[config.mk]
export PLATFORM = sky130hd
export DESIGN_NAME = rfmc_top
export DESIGN_NICKNAME = d
export VERILOG_FILES = /design/src/rfmc_pkg.sv /design/src/rfmc_reg_if.sv /design/src/rfmc_top.sv /design/src/rfmc_mode_reg.sv
export SDC_FILE = /design/constraint.sdc
export NUM_CORES = 1
export LEC_CHECK = 0
export ABC_AREA = 1
export BUFFER_PORTS_ARGS = -buffer_cell sky130_fd_sc_hd__buf_4
export CAP_MARGIN = 20
export CORE_MARGIN = 2
export CORE_UTILIZATION = 56
export DETAILED_ROUTE_END_ITERATION = 10
export GPL_ROUTABILITY_DRIVEN = 0
export PLACE_DENSITY = 0.83
export SETUP_SLACK_MARGIN = 0.4
export SLEW_MARGIN = 30
export SYNTH_ARGS = -nofsm -noshare
export SYNTH_HDL_FRONTEND = slang
export SYNTH_SLANG_ARGS = --single-unit
[constraint.sdc]
create_clock -name clock -period 2 [get_ports clock]
set_input_delay 0.2 -clock clock [delete_from_list [all_inputs] [get_ports clock]]
set_output_delay 0.2 -clock clock [all_outputs]
set_load 0.01 [all_outputs]
[src/rfmc_pkg.sv]
// rfmc_pkg: register map, field layout and codes of the tx/rx mode block
// assumes: 16-bit byte address, 8-bit register data
package rfmc_pkg;
  localparam int          ADDR_W        = 16;
  localparam int          DATA_W        = 8;
  localparam logic [15:0] TX_MODE_ADDR  = 16'h6302;
  localparam logic [15:0] RX_MODE_ADDR  = 16'h6303;
  localparam logic [7:0]  MODE_RESET    = 8'h00;
  localparam int          CRC_BIT       = 7;
  localparam int          SPEED_HI      = 6;
  localparam int          SPEED_LO      = 4;
  localparam int          OPT_A_BIT     = 3;
  localparam int          OPT_B_BIT     = 2;
  localparam int          FRAME_HI      = 1;
  localparam int          FRAME_LO      = 0;
  localparam logic [2:0]  SPEED_106     = 3'h0;
  localparam logic [2:0]  SPEED_212     = 3'h1;
  localparam logic [2:0]  SPEED_424     = 3'h2;
  localparam logic [2:0]  SPEED_848     = 3'h3;
  localparam logic [2:0]  SPEED_1696    = 3'h4;
  localparam logic [1:0]  FRAME_TYPE_A  = 2'h0;
  localparam logic [1:0]  FRAME_ACTIVE  = 2'h1;
  localparam logic [1:0]  FRAME_PASSIVE = 2'h2;
  localparam logic [1:0]  FRAME_TYPE_B  = 2'h3;
endpackage

[src/rfmc_reg_if.sv]
// rfmc_reg_if: carries one mode register between the top and its store
// assumes: single clock shared by both ends
`timescale 1ns/1ps
interface rfmc_reg_if;
  logic       wr;
  logic [7:0] wdata;
  logic       upd;
  logic [2:0] upd_speed;
  logic [1:0] upd_frame;
  logic [7:0] value;
  modport store (input wr, input wdata, input upd, input upd_speed,
                 input upd_frame, output value);
  modport ctrl  (output wr, output wdata, output upd, output upd_speed,
                 output upd_frame, input value);
endinterface

[src/rfmc_top.sv]
// rfmc_top: tx and rx mode registers of the contactless unit, with the
// configuration outputs they steer and the transmit serial data path
// assumes: simple strobe bus on clock; external_serial_input is async
//
// Overview of operation
// - tx crc enable set makes every sent data frame carry a crc
// - tx speed codes 000..100 give 106..1696 kbit/s, rest reserved
// - tx rates above 424 use the active 424 kbit/s bit coding
// - modulation invert bit flips the polarity of sent modulation
// - external mix bit merges the external serial input into coder
// - tx frame field: type a, active, passive 212/424, type b
// - tx mode register at 6302h, resets to zero, mixed access
// - rx mode register at 6303h, resets to zero, five fields
// - rx crc enable checks crc and keeps crc bytes out of buffer
// - rx speed field uses the tx speed encoding
`timescale 1ns/1ps
module rfmc_top
  import rfmc_pkg::*;
(
  input  wire logic        clock,
  input  wire logic        reset_n,
  input  wire logic        clk_en,
  input  wire logic [15:0] bus_addr,
  input  wire logic [7:0]  bus_wdata,
  input  wire logic        bus_write,
  input  wire logic        bus_read,
  output logic      [7:0]  bus_rdata,
  input  wire logic        proto_tx_upd,
  input  wire logic        proto_rx_upd,
  input  wire logic [2:0]  proto_speed,
  input  wire logic [1:0]  proto_frame,
  input  wire logic        coder_data,
  input  wire logic        external_serial_input,
  input  wire logic        tx_start,
  output logic             tx_start_ok,
  output logic             tx_mod_out,
  output logic             tx_crc_gen_enable,
  output logic      [2:0]  tx_bit_rate_select,
  output logic             tx_active_coding,
  output logic             modulation_invert,
  output logic             tx_external_mix,
  output logic      [1:0]  tx_frame_format,
  output logic             rx_crc_check_enable,
  output logic             rx_crc_strip,
  output logic      [2:0]  rx_bit_rate_select,
  output logic             rx_quiet_error_option,
  output logic             rx_multi_frame_enable,
  output logic      [1:0]  rx_frame_format
);
  rfmc_reg_if tx_if ();
  rfmc_reg_if rx_if ();
  logic       sig_s1_q;
  logic       sig_s2_q;
  logic       sig_s3_q;
  logic       sig_f_q;
  logic       rate_ok;

  ////////////////////////////////////////////////////////////////////////
  // register stores
  assign tx_if.wr        = bus_write && (bus_addr == TX_MODE_ADDR);
  assign tx_if.wdata     = bus_wdata;
  assign tx_if.upd       = proto_tx_upd;
  assign tx_if.upd_speed = proto_speed;
  assign tx_if.upd_frame = proto_frame;
  assign rx_if.wr        = bus_write && (bus_addr == RX_MODE_ADDR);
  assign rx_if.wdata     = bus_wdata;
  assign rx_if.upd       = proto_rx_upd;
  assign rx_if.upd_speed = proto_speed;
  assign rx_if.upd_frame = proto_frame;

  rfmc_mode_reg u_tx_reg (
    .clock   (clock),
    .reset_n (reset_n),
    .clk_en  (clk_en),
    .rif     (tx_if.store)
  );

  rfmc_mode_reg u_rx_reg (
    .clock   (clock),
    .reset_n (reset_n),
    .clk_en  (clk_en),
    .rif     (rx_if.store)
  );

  ////////////////////////////////////////////////////////////////////////
  // read port, data in the cycle after the strobe, live values
  always_ff @(posedge clock or negedge reset_n) begin
    if (!reset_n) begin
      bus_rdata <= MODE_RESET;
    end else if (clk_en) begin
      if (bus_read && bus_addr == TX_MODE_ADDR) begin
        bus_rdata <= tx_if.value;
      end else if (bus_read && bus_addr == RX_MODE_ADDR) begin
        bus_rdata <= rx_if.value;
      end else begin
        bus_rdata <= MODE_RESET;
      end
    end
  end

  ////////////////////////////////////////////////////////////////////////
  // decoded configuration outputs
  always_ff @(posedge clock or negedge reset_n) begin
    if (!reset_n) begin
      tx_crc_gen_enable     <= 1'b0;
      tx_bit_rate_select    <= SPEED_106;
      tx_active_coding      <= 1'b0;
      modulation_invert     <= 1'b0;
      tx_external_mix       <= 1'b0;
      tx_frame_format       <= FRAME_TYPE_A;
      rx_crc_check_enable   <= 1'b0;
      rx_crc_strip          <= 1'b0;
      rx_bit_rate_select    <= SPEED_106;
      rx_quiet_error_option <= 1'b0;
      rx_multi_frame_enable <= 1'b0;
      rx_frame_format       <= FRAME_TYPE_A;
    end else if (clk_en) begin
      tx_crc_gen_enable     <= tx_if.value[CRC_BIT];
      tx_bit_rate_select    <= tx_if.value[SPEED_HI:SPEED_LO];
      tx_active_coding      <=
        tx_if.value[SPEED_HI:SPEED_LO] > SPEED_424 ||
        tx_if.value[FRAME_HI:FRAME_LO] == FRAME_ACTIVE;
      modulation_invert     <= tx_if.value[OPT_A_BIT];
      tx_external_mix       <= tx_if.value[OPT_B_BIT];
      tx_frame_format       <= tx_if.value[FRAME_HI:FRAME_LO];
      rx_crc_check_enable   <= rx_if.value[CRC_BIT];
      rx_crc_strip          <= rx_if.value[CRC_BIT];
      rx_bit_rate_select    <= rx_if.value[SPEED_HI:SPEED_LO];
      rx_quiet_error_option <= rx_if.value[OPT_A_BIT];
      rx_multi_frame_enable <= rx_if.value[OPT_B_BIT];
      rx_frame_format       <= rx_if.value[FRAME_HI:FRAME_LO];
    end
  end

  ////////////////////////////////////////////////////////////////////////
  // external serial input: three stages, change taken when 2 and 3 agree
  always_ff @(posedge clock or negedge reset_n) begin
    if (!reset_n) begin
      sig_s1_q <= 1'b0;
      sig_s2_q <= 1'b0;
      sig_s3_q <= 1'b0;
      sig_f_q  <= 1'b0;
    end else if (clk_en) begin
      sig_s1_q <= external_serial_input;
      sig_s2_q <= sig_s1_q;
      sig_s3_q <= sig_s2_q;
      if (sig_s2_q == sig_s3_q) begin
        sig_f_q <= sig_s3_q;
      end
    end
  end

  ////////////////////////////////////////////////////////////////////////
  // transmit modulation path and start gate
  assign rate_ok = tx_if.value[SPEED_HI:SPEED_LO] <= SPEED_1696;

  always_ff @(posedge clock or negedge reset_n) begin
    if (!reset_n) begin
      tx_mod_out  <= 1'b0;
      tx_start_ok <= 1'b0;
    end else if (clk_en) begin
      // mixing is a logical or of coder and external stream
      tx_mod_out  <= (coder_data | (tx_if.value[OPT_B_BIT] & sig_f_q)) ^
                     tx_if.value[OPT_A_BIT];
      tx_start_ok <= tx_start && rate_ok;
    end
  end

  ////////////////////////////////////////////////////////////////////////
  // checks
  a_tx_write_live: assert property (
    @(posedge clock) disable iff (!reset_n)
    clk_en && tx_if.wr && !proto_tx_upd &&
    bus_wdata[SPEED_HI:SPEED_LO] <= SPEED_1696
    ##1 clk_en && !tx_if.wr && !proto_tx_upd && bus_read &&
        bus_addr == TX_MODE_ADDR |=> bus_rdata == $past(bus_wdata, 2))
    else $error("tx mode readback differs from write");
  a_rx_write_live: assert property (
    @(posedge clock) disable iff (!reset_n)
    clk_en && rx_if.wr && !proto_rx_upd &&
    bus_wdata[SPEED_HI:SPEED_LO] <= SPEED_1696
    ##1 clk_en && !rx_if.wr && !proto_rx_upd && bus_read &&
        bus_addr == RX_MODE_ADDR |=> bus_rdata == $past(bus_wdata, 2))
    else $error("rx mode readback differs from write");
  a_crc_follows: assert property (
    @(posedge clock) disable iff (!reset_n)
    clk_en |=> tx_crc_gen_enable == $past(tx_if.value[CRC_BIT]))
    else $error("crc enable output wrong");
  a_rate_out: assert property (
    @(posedge clock) disable iff (!reset_n)
    clk_en |=> tx_bit_rate_select == $past(tx_if.value[SPEED_HI:SPEED_LO]) &&
               tx_bit_rate_select <= SPEED_1696)
    else $error("tx rate output wrong");
  a_high_coding: assert property (
    @(posedge clock) disable iff (!reset_n)
    tx_bit_rate_select > SPEED_424 |-> tx_active_coding)
    else $error("high rate without active coding");
  a_invert_path: assert property (
    @(posedge clock) disable iff (!reset_n)
    clk_en && !tx_if.value[OPT_B_BIT] |=>
      tx_mod_out == ($past(coder_data) ^ $past(tx_if.value[OPT_A_BIT])))
    else $error("modulation polarity wrong");
  a_mix_path: assert property (
    @(posedge clock) disable iff (!reset_n)
    clk_en && tx_if.value[OPT_B_BIT] && !tx_if.value[OPT_A_BIT] && sig_f_q
    |=> tx_mod_out)
    else $error("external stream not mixed");
  a_frame_out: assert property (
    @(posedge clock) disable iff (!reset_n)
    clk_en |=> tx_frame_format == $past(tx_if.value[FRAME_HI:FRAME_LO]))
    else $error("frame format output wrong");
  a_rx_crc_strip: assert property (
    @(posedge clock) disable iff (!reset_n)
    rx_crc_check_enable == rx_crc_strip)
    else $error("crc check and strip disagree");
  a_dyn_update: assert property (
    @(posedge clock) disable iff (!reset_n)
    clk_en && proto_rx_upd && proto_speed <= SPEED_1696 |=>
      rx_if.value[SPEED_HI:SPEED_LO] == $past(proto_speed) &&
      rx_if.value[FRAME_HI:FRAME_LO] == $past(proto_frame))
    else $error("dynamic update not taken");
endmodule

[src/rfmc_mode_reg.sv]
// rfmc_mode_reg: one 8-bit mode register with software and dynamic fields
// assumes: software write and protocol update come on the same clock
`timescale 1ns/1ps
module rfmc_mode_reg
  import rfmc_pkg::*;
(
  input  wire logic   clock,
  input  wire logic   reset_n,
  input  wire logic   clk_en,
  rfmc_reg_if.store   rif
);
  logic [7:0] value_q;
  logic       speed_ok;

  // reserved rate codes never reach the register
  assign speed_ok = rif.wdata[SPEED_HI:SPEED_LO] <= SPEED_1696;
  assign rif.value = value_q;

  always_ff @(posedge clock or negedge reset_n) begin
    if (!reset_n) begin
      value_q <= MODE_RESET;
    end else if (clk_en) begin
      if (rif.wr) begin
        value_q[CRC_BIT]   <= rif.wdata[CRC_BIT];
        value_q[OPT_A_BIT] <= rif.wdata[OPT_A_BIT];
        value_q[OPT_B_BIT] <= rif.wdata[OPT_B_BIT];
        value_q[FRAME_HI:FRAME_LO] <= rif.wdata[FRAME_HI:FRAME_LO];
        if (speed_ok) begin
          value_q[SPEED_HI:SPEED_LO] <= rif.wdata[SPEED_HI:SPEED_LO];
        end
      end
      // protocol update wins over a software write in the same cycle on the frame field, and on speed when its code is not reserved
      if (rif.upd) begin
        value_q[FRAME_HI:FRAME_LO] <= rif.upd_frame;
        if (rif.upd_speed <= SPEED_1696) begin
          value_q[SPEED_HI:SPEED_LO] <= rif.upd_speed;
        end
      end
    end
  end

  a_reserved_rate: assert property (
    @(posedge clock) disable iff (!reset_n)
    value_q[SPEED_HI:SPEED_LO] <= SPEED_1696)
    else $error("reserved rate code stored");
endmodule

**Word-level counts from Yosys, hierarchy flattened**

Index checks and enable logic that the tools add are counted.

- Bits in registers: 47
- Output and inout bits: 28

- Magnitude comparators: 4
- Equal/unequal tests: 4
- Muxes and demuxes: 12
- Bitwise logic cells: 3
- Reductions and logical operators: 13

Operators by type and width:

| kind | number |
|---|---|
| $eq A16 B15 Y1 const B | 2 |
| $mux W3 | 6 |
| $mux W8 | 2 |
| $mux W7 | 2 |
| $reduce_and A2 Y1 | 5 |
| $le A3 B3 Y1 const B | 3 |
| $logic_and A1 B1 Y1 | 5 |
| $mux W2 | 2 |
| $reduce_bool A2 Y1 | 2 |
| $gt A3 B2 Y1 const B | 1 |
| $eq A2 B1 Y1 const B | 1 |
| $and A1 B1 Y1 | 1 |
| $eq A1 B1 Y1 | 1 |
| $logic_or A1 B1 Y1 | 1 |
| $or A1 B1 Y1 | 1 |
| $xor A1 B1 Y1 | 1 |

**Depth between registers and ports, before layout**

Gate-level depths: netlist of run 1.

- Depth in word-level cells: 5
- Mapped depth: 10
- Gate-level depth less buffers: 10

**Cells and area by module**

From an unflattened synthesis of run 1, not the netlist that was laid out.

- Cells, all modules: 300
- Area, all modules: 2394.8 sq um

By module, submodules not included:

| module | instances | cells each | area an instance (sq um) | seq. area each (sq um) |
|---|---|---|---|---|
| rfmc_top | 1 | 186 | 1488.9 | 775.7 |
| rfmc_mode_reg | 2 | 57 | 452.9 | 200.2 |

**Least setup slack after synthesis of run 1**

Ideal clock, no wire load.

- Path type: input to register
- From: input port bus_addr[7]
- To: register u_rx_reg.value_q[5], in the netlist u_rx_reg.rif.value[5]
- Library setup time: 0.117 ns
- Data arrival time: 0.981 ns
- Required time: 1.883 ns
- Path slack: 0.902 ns
- Stages: 8
- Path buffers: 0
- Path through: nor2_1 > nand2_1 > nor2_4 > nand4_1 > nand2_1 > nand2_1 > nand2_1 > nand2_1

- Longest elaborated chain between the ends: 5

Ends and longest elaborated chain:

| item | RTL line | text |
|---|---|---|
| start, declared | rfmc_top.sv:23 | `input wire logic [15:0] bus_addr,` |
| $eq A16 B15 Y1 (*) | rfmc_top.sv:65 | `assign rx_if.wr = bus_write && (bus_addr == RX_MODE_ADDR);` |
| $logic_and A1 B1 Y1 (*) | rfmc_top.sv:65 |  |
| $mux W7 (*) | rfmc_mode_reg.sv:23 | `if (rif.wr) begin` |
| $mux W3 | rfmc_mode_reg.sv:35 | `if (rif.upd_speed <= SPEED_1696) begin` |
| $mux W3 (*) | rfmc_mode_reg.sv:33 | `if (rif.upd) begin` |
| end signal, assigned by index | rfmc_mode_reg.sv:24 | `value_q[CRC_BIT] <= rif.wdata[CRC_BIT];` |
| end signal, assigned by index | rfmc_mode_reg.sv:34 | `value_q[FRAME_HI:FRAME_LO] <= rif.upd_frame;` |
| end signal, assigned by index | rfmc_mode_reg.sv:36 | `value_q[SPEED_HI:SPEED_LO] <= rif.upd_speed;` |
| end, declared | rfmc_mode_reg.sv:12 | `logic [7:0] value_q;` |

Mark *: on every way between the ends. The rest lies on a longest branch, timed or not. The select of a mux whose other input is x is not followed.
A chain may end at the register's enable or synchronous reset.

==> metrics.md, run 1 <==
| Metric | Value |
|---|---|
| Total grt overflow | `0` |
| Synth unique cells | `29` |
| Max_cap viols | `0` |
| VDD IR max | `0.309 mV` |
| P per Cell Area | `649 nW/um^2` |
| Min-Delay Path Class | `input port to flip-flop` |
| Tot GR Track Use | `0.228` |
| M1 wire length | `2230 microns` |
| Post-CTS Resized | `0` |
| Hold Slack | `113 ps` |
| DR vias | `2,145` |
| DRT iter0 DRCs | `107` |
| Final setup viols | `0` |
| Wirelength per Cell | `12.2 microns` |
| CP Capture Type | `flip-flop` |
| Final layout net count | `slightly above 400` |
| WS Path Type | `input port to flip-flop` |
| Metal3 WL | `275 microns` |
| H-tree Lvls | `2` |
| Via density | `between 5 and 6` |
| Max-slew violations | `0` |
| Antenna Nets Post-Route | `0` |
| Tcrit/Tclk final | `0.608` |
| Post-synth top area share | `0.494` |
| Detail Placement HPWL | `roughly 3900 microns` |
| Port buffer count | `66` |
| Crit path DAT | `1360 ps` |
| Number of global-route vias before repair | `2,047` |
| CTS Hold Bufs | `1` |
| Initial antenna violation count | `0` |
| Fillers | `325` |
| Met2 Routed Length | `2570 microns` |
| Static leakage | `1.68 nW` |
| Root Buffer | `clkbuf_8` |
| Hold Crit Depth | `3` |
| Synth Instances | `306` |
| Worst-path clk slew | `about 80 ps` |
| Syn-to-layout area delta | `25.2%` |
| Startpoint types | `input port` |
| Post-route setup slack | `just under 800 ps` |
| First-pass GRT wire length | `8910 microns` |
| DRC viols | `0` |
| Largest fanout on the critical path | `40` |
| Starting Density | `0.587` |
| Core Util, Final | `0.735` |
| Syn_area_per_cell | `~7.8 sq um` |
| Post-CTS Setup Repair Bufs | `0` |
| Largest net degree at the start of global routing | `48` |
| Reg2reg start | `u_tx_reg.rif.value[2]$_DFFE_PN0P_` |
| Clock Tree Buf Depth | `2` |
| TNS Setup | `0 ps` |
| Unrepaired setup endpoints after global routing | `no` |
| Hold Path Origin | `external_serial_input` |
| R2R depth | `4` |
| # diodes | `0` |
| Clock Skew | `between 2 and 3 ps` |
| Core area | `approximately 4000 sq um` |
| Max Freq | `822 MHz` |
| Row count | `23` |
| Status | `finished clean` |
| Drt first pass iters | `4` |
| Ys Warns | `0` |
| Ports | `67` |
| Reg2Reg Setup Slack | `950 ps` |
| Layout Cells excl Fill | `421` |
| Top sig layer | `met4` |
| CTS tree | `done` |
| Clk sink count | `47` |
| Final Hold Viols | `0` |
| Crit path required time | `around 2100 ps` |
| Chip Width | `69.2 microns` |
| Area contributors post-synth | `dfrtp_1 (49%), nand2_1 (20%), nand3_1 (4.0%)` |
| Worst-Skew Late Latency | `290 ps` |
| Total wire length | `5150 microns` |
| Layout cell share with drive strength beyond 1 | `0.235` |
| Die height | `69.2 microns` |
| Synth Register Bits | `47` |
| Sequential area share after synthesis | `0.494` |
| Worst r2r dst | `tx_mod_out$_DFFE_PN0P_` |
| Mapped Nets | `about 350` |
| Die ar. | `4790 sq um` |
| CTS buffer count | `5` |
| Slew at the pin closest to its max-slew limit | `561 ps` |
| Relative slew slack | `0.626` |
| Pre-CTS WS | `491 ps` |
| Area leader, netlist | `dfrtp_1` |
| Worst Hold End | `sig_s1_q$_DFFE_PN0P_` |
| Mapped Area | `around 2400 sq um` |
| Placed Cells | `412` |
| Period minus WS final | `1220 ps` |
## power by group
part / internal [W] / total [W] / switching, W
logic: 0.000148 / 0.000327 / 0.000179
clock network: 0.000245 / 0.000532 / 0.000287
registers: 0.00102 / 0.00107 / 0.0000513
total: 0.00142 / 0.00193 / 0.000517
## cell usage after synthesis (all sizes together)
library cell / instances
nand2: 131
dfrtp: 47
nor2: 31
inv: 27
nand3: 21
o21ai: 17
nand4: 8
buf: 6
o211ai: 6
clkbuf: 4
nor3: 2
a21oi: 1
a22oi: 1
a31oi: 1
nand3b: 1
o21bai: 1
o31ai: 1
## final cells by class
| class | count | area [sq um] | area share |
|---|---|---|---|
| clock buffer | 7 | 76.3 | 0.0256 |
| clock inverter | 1 | 5.00 | 0.00168 |
| inverter | 27 | 101 | 0.0340 |
| multi-input combinational | 222 | 1050 | 0.354 |
| sequential | 47 | 1180 | 0.394 |
| tap | 50 | 62.6 | 0.0210 |
| timing repair buffer | 67 | 505 | 0.170 |
## sequential cells by signal, summed over array words and instances (netlist names), 2 cells and up
register,flops
rx_frame_format,2
u_tx_reg.rif.value,8
rx_bit_rate_select,3
bus_rdata,8
u_rx_reg.rif.value,8
tx_bit_rate_select,3
tx_frame_format,2
## worst max-delay path by stage
stage	from	end	slack (ps)
5_1_grt	clk_en	tx_mod_out$_DFFE_PN0P_	690
4_1_cts	clk_en	tx_mod_out$_DFFE_PN0P_	810
2_1_floorplan	bus_addr[7]	u_rx_reg.rif.value[5]$_DFFE_PN0P_	900
3_3_place_gp	clk_en	sig_f_q$_DFFE_PN0P_	630
6_report	clk_en	tx_mod_out$_DFFE_PN0P_	780
3_5_place_dp	clk_en	tx_mod_out$_DFFE_PN0P_	490
## metrics by stage
| stage | cell area (sq um) | total power, W |
|---|---|---|
| detailed placement | 2890 | 0.00142 |
| global placement | 2890 | 0.00141 |
| finish | 2980 | 0.00193 |
| global route | 2980 | 0.00204 |
| floorplan | 2380 | 0.00124 |
| CTS | 2980 | 0.00196 |
## metal layers
layer	up-vias	GRT usage
li1	1098	-
met1	972	0.284
met2	69	0.396
met3	6	0.0436
met4	0	0.0828
met5	-	0
## layout by cell type (no fill, tap or decap)
cell type | synthesis | layout
a21oi_1 | 1 | 1
a22oi_1 | 1 | 1
a31oi_1 | 1 | 1
buf_4 | 2 | 66
clkbuf_1 | 4 | 2
clkbuf_8 | 0 | 5
clkinv_2 | 0 | 1
dfrtp_1 | 47 | 47
dlygate4sd3_1 | 0 | 1
inv_1 | 24 | 24
inv_2 | 3 | 3
nand2_1 | 129 | 129
nand2_2 | 1 | 1
nand2_4 | 1 | 1
nand3_1 | 19 | 19
nand3_2 | 1 | 1
nand3_4 | 1 | 1
nand3b_1 | 1 | 1
nand4_1 | 6 | 6
nand4_4 | 2 | 2
nor2_1 | 25 | 25
nor2_2 | 2 | 2
nor2_4 | 2 | 2
nor2_8 | 2 | 2
nor3_1 | 2 | 2
o211ai_1 | 6 | 6
o21ai_0 | 8 | 8
o21ai_1 | 9 | 9
o21bai_1 | 1 | 1
o31ai_1 | 1 | 1
## logic make-up (layout without fill, tap and decap cells)
kind of cell,after synthesis,count (layout),synth area share
simple gates,194,194,0.374
flops,47,47,0.494
buf+inv,37,102,0.0631
compound gates,28,28,0.0688
## worst max-delay path: stages
cell	delay, ps
buf_4	240
inv_2	470
nor2_1	80
a22oi_1	170
o21ai_0	170
Power figures use the tool's default switching activity.
==> inputs of run 2 (changes only) <==
- CORE_UTILIZATION: 56 -> 47
- PLACE_DENSITY: 0.83 -> 0.74
- clock period: 2 -> 1.1 ns (I/O delays scaled with it)
==> metrics.md, run 2 (synthesized netlist as in run 1, its figures left out) <==
| Metric | Value |
|---|---|
| CTS buffer count | `5` |
| First-pass GRT wire length | `10,200 microns` |
| Static leakage | `2.02 nW` |
| WS Path Type | `input port to flip-flop` |
| Switching Share | `0.284` |
| Clk pwr share | `0.260` |
| Total grt overflow | `0` |
| Max Freq | `978 MHz` |
| H-tree Lvls | `2` |
| Row count | `25` |
| Pre-CTS WS | `-144 ps` |
| Syn-to-layout area delta | `61.1%` |
| Crit path DAT | `1260 ps` |
| P per Cell Area | `1040 nW/um^2` |
| DR vias | `roughly 2,500` |
| DRC viols | `0` |
| Startpoint types | `input port` |
| Max-slew violations | `0` |
| Final layout net count | `453` |
| Largest fanout on the critical path | `7` |
| Reg2Reg Setup Slack | `200 ps` |
| Total power draw | `just under 0.004 W` |
| Worst r2r dst | `sig_f_q$_DFFE_PN0P_` |
| Drt first pass iters | `4` |
| Hold Slack | `-194 ps` |
| Unrepaired setup endpoints after global routing | `yes` |
| Starting Density | `0.494` |
| VDD IR max | `0.477 mV` |
| Reg2reg start | `sig_s2_q$_DFFE_PN0P_` |
| CTS tree | `done` |
| Power share of the combinational group | `0.235` |
| Period minus WS final | `1020 ps` |
| Relative slew slack | `0.618` |
| Clock Tree Buf Depth | `2` |
| Worst-Skew Late Latency | `300 ps` |
| Wirelength per Cell | `14.6 microns` |
| CP Capture Type | `flip-flop` |
| TNS Setup | `0 ps` |
| WP buf/inv | `3` |
| P_sw | `around 0.0011 W` |
| Max_cap viols | `0` |
| Largest net degree at the start of global routing | `48` |
| Placed Cells | `approximately 440` |
| R2R depth | `4` |
| Fillers | `330` |
| Ports | `67` |
| DRT iter0 DRCs | `between 150 and 200` |
| Most common cell after layout, fill and taps aside | `nand2_1` |
| Min-Delay Path Class | `input port to async pin` |
| Chip Width | `75.2 microns` |
| Slew at the pin closest to its max-slew limit | `573 ps` |
| Core area | `4820 sq um` |
| Layout Cells excl Fill | `481` |
| Number of global-route vias before repair | `2,352` |
| Crit path required time | `~1300 ps` |
| Tot GR Track Use | `0.239` |
| Total wire length | `7010 microns` |
| Critical path cell sequence | `buf_4, inv_6, nor2_4, nand2_4, nor2_8, buf_6, nand4_4, nor2_1, nor2_1, nand2_1` |
| Port buffer count | `66` |
| Post-route setup slack | `77.3 ps` |
| Most used cell, CP | `nor2_1` |
| Die height | `about 75 microns` |
| Initial antenna violation count | `0` |
| Commonest cells after routing, fill and taps aside | `nand2_1 (103), buf_6 (57), buf_4 (50), dfrtp_1 (44), nand2_2 (24)` |
| Failing checks | `hold timing` |
| Antenna Nets Post-Route | `0` |
| Die ar. | `around 5700 sq um` |
| Final setup viols | `0` |
| Root Buffer | `clkbuf_8` |
| Critical-path top delay cell | `nor2_1` |
| Via density | `5.25` |
| Final Hold Viols | `47` |
| Clk sink count | `47` |
| # diodes | `0` |
| Status | `finished, violations left` |
| Clock Skew | `2.37 ps` |
| Layout cell share with drive strength beyond 1 | `0.461` |
| Largest delay share family, worst path | `simple AND/OR/NAND/NOR gates` |
| Tcrit/Tclk final | `0.930` |
| Pint | `0.00284 W` |
| Regs by FF count | `bus_rdata x8, u_rx_reg.rif.value x8, u_tx_reg.rif.value x8` |
| Worst-path clk slew | `80 ps` |
| Reg power frac | `0.505` |
| Detail Placement HPWL | `4260 microns` |
| Worst setup path startpoint | `bus_addr[14]` |
| Slowest Stage Delay on Critical Path | `220 ps` |
[run 2: changes by cell type in the layout (fill, tap and decap cells not counted), sizes merged]
cell / previous run / this run
nand4: 8 / 10
buf: 66 / 108
dlygate4sd3: 1 / 0
nor2: 31 / 32
clkbuf: 7 / 6
[run 2: repair_timing]
item,in CTS,in global routing
buffers inserted,17,15
pin swaps,20,34
gates resized for setup,49,67
endpoints found under the hold margin,47,47
endpoints found under the setup margin,57,67
gates cloned,2,1
[run 2: how the worst max path moves through the flow]
stage	endpoint	slack, ps	cells past startpoint
after CTS	tx_frame_format[0]	160	1
final	u_rx_reg.rif.value[5]$_DFFE_PN0P_	80	10
after global routing	u_rx_reg.rif.value[5]$_DFFE_PN0P_	40	9
after global placement	bus_rdata[6]$_DFFE_PN0P_	-110	11
after floorplan	u_rx_reg.rif.value[4]$_DFFE_PN0P_	110	9
after detailed placement	bus_rdata[6]$_DFFE_PN0P_	-140	11
[run 2: worst reg2reg max path, cell delays in order (launching register included)]
cell     delay (ps)
dfrtp_1         420
nand2_2         100
o21ai_2         170
o31ai_2          90
inv_1            50
[run 2: through the flow]
step / utilization / area, sq um
after floorplan: - / 2450
after global placement: 0.634 / 3050
after detailed placement: 0.634 / 3050
after CTS: 0.723 / 3480
after global routing: 0.796 / 3830
final: 0.796 / 3830
[run 2: metal layers]
metal | routed length (microns) | part of all wire | track usage | vias up
met3 | 376 | 0.054 | 0.0455 | 28
li1 | - | - | - | 1198
met4 | 254 | 0.036 | 0.0760 | 0
met5 | 0 | 0 | 0 | -
met2 | 3710 | 0.53 | 0.440 | 96
met1 | 2660 | 0.38 | 0.281 | 1203
[run 2: final cells by class]
type | count | area [sq um] | area share
Timing Repair Buffer | 108 | 1040 | 0.270
Clock inverter | 1 | 5.00 | 0.00131
Inverter | 27 | 114 | 0.0297
Sequential cell | 47 | 1180 | 0.308
Multi-Input combinational cell | 225 | 1330 | 0.347
Clock buffer | 6 | 82.6 | 0.0215
Tap cell | 67 | 83.8 | 0.0219
[run 2: power groups by stage]
stage | logic, W | clock network (W) | registers [W]
global placement | 0.000634 | 0 | 0.00199
CTS | 0.000764 | 0.00104 | 0.00197
finish | 0.000933 | 0.00103 | 0.00200
global route | 0.00102 | 0.00112 | 0.00202
floorplan | 0.000273 | 0 | 0.00200
detailed placement | 0.000646 | 0 | 0.00199
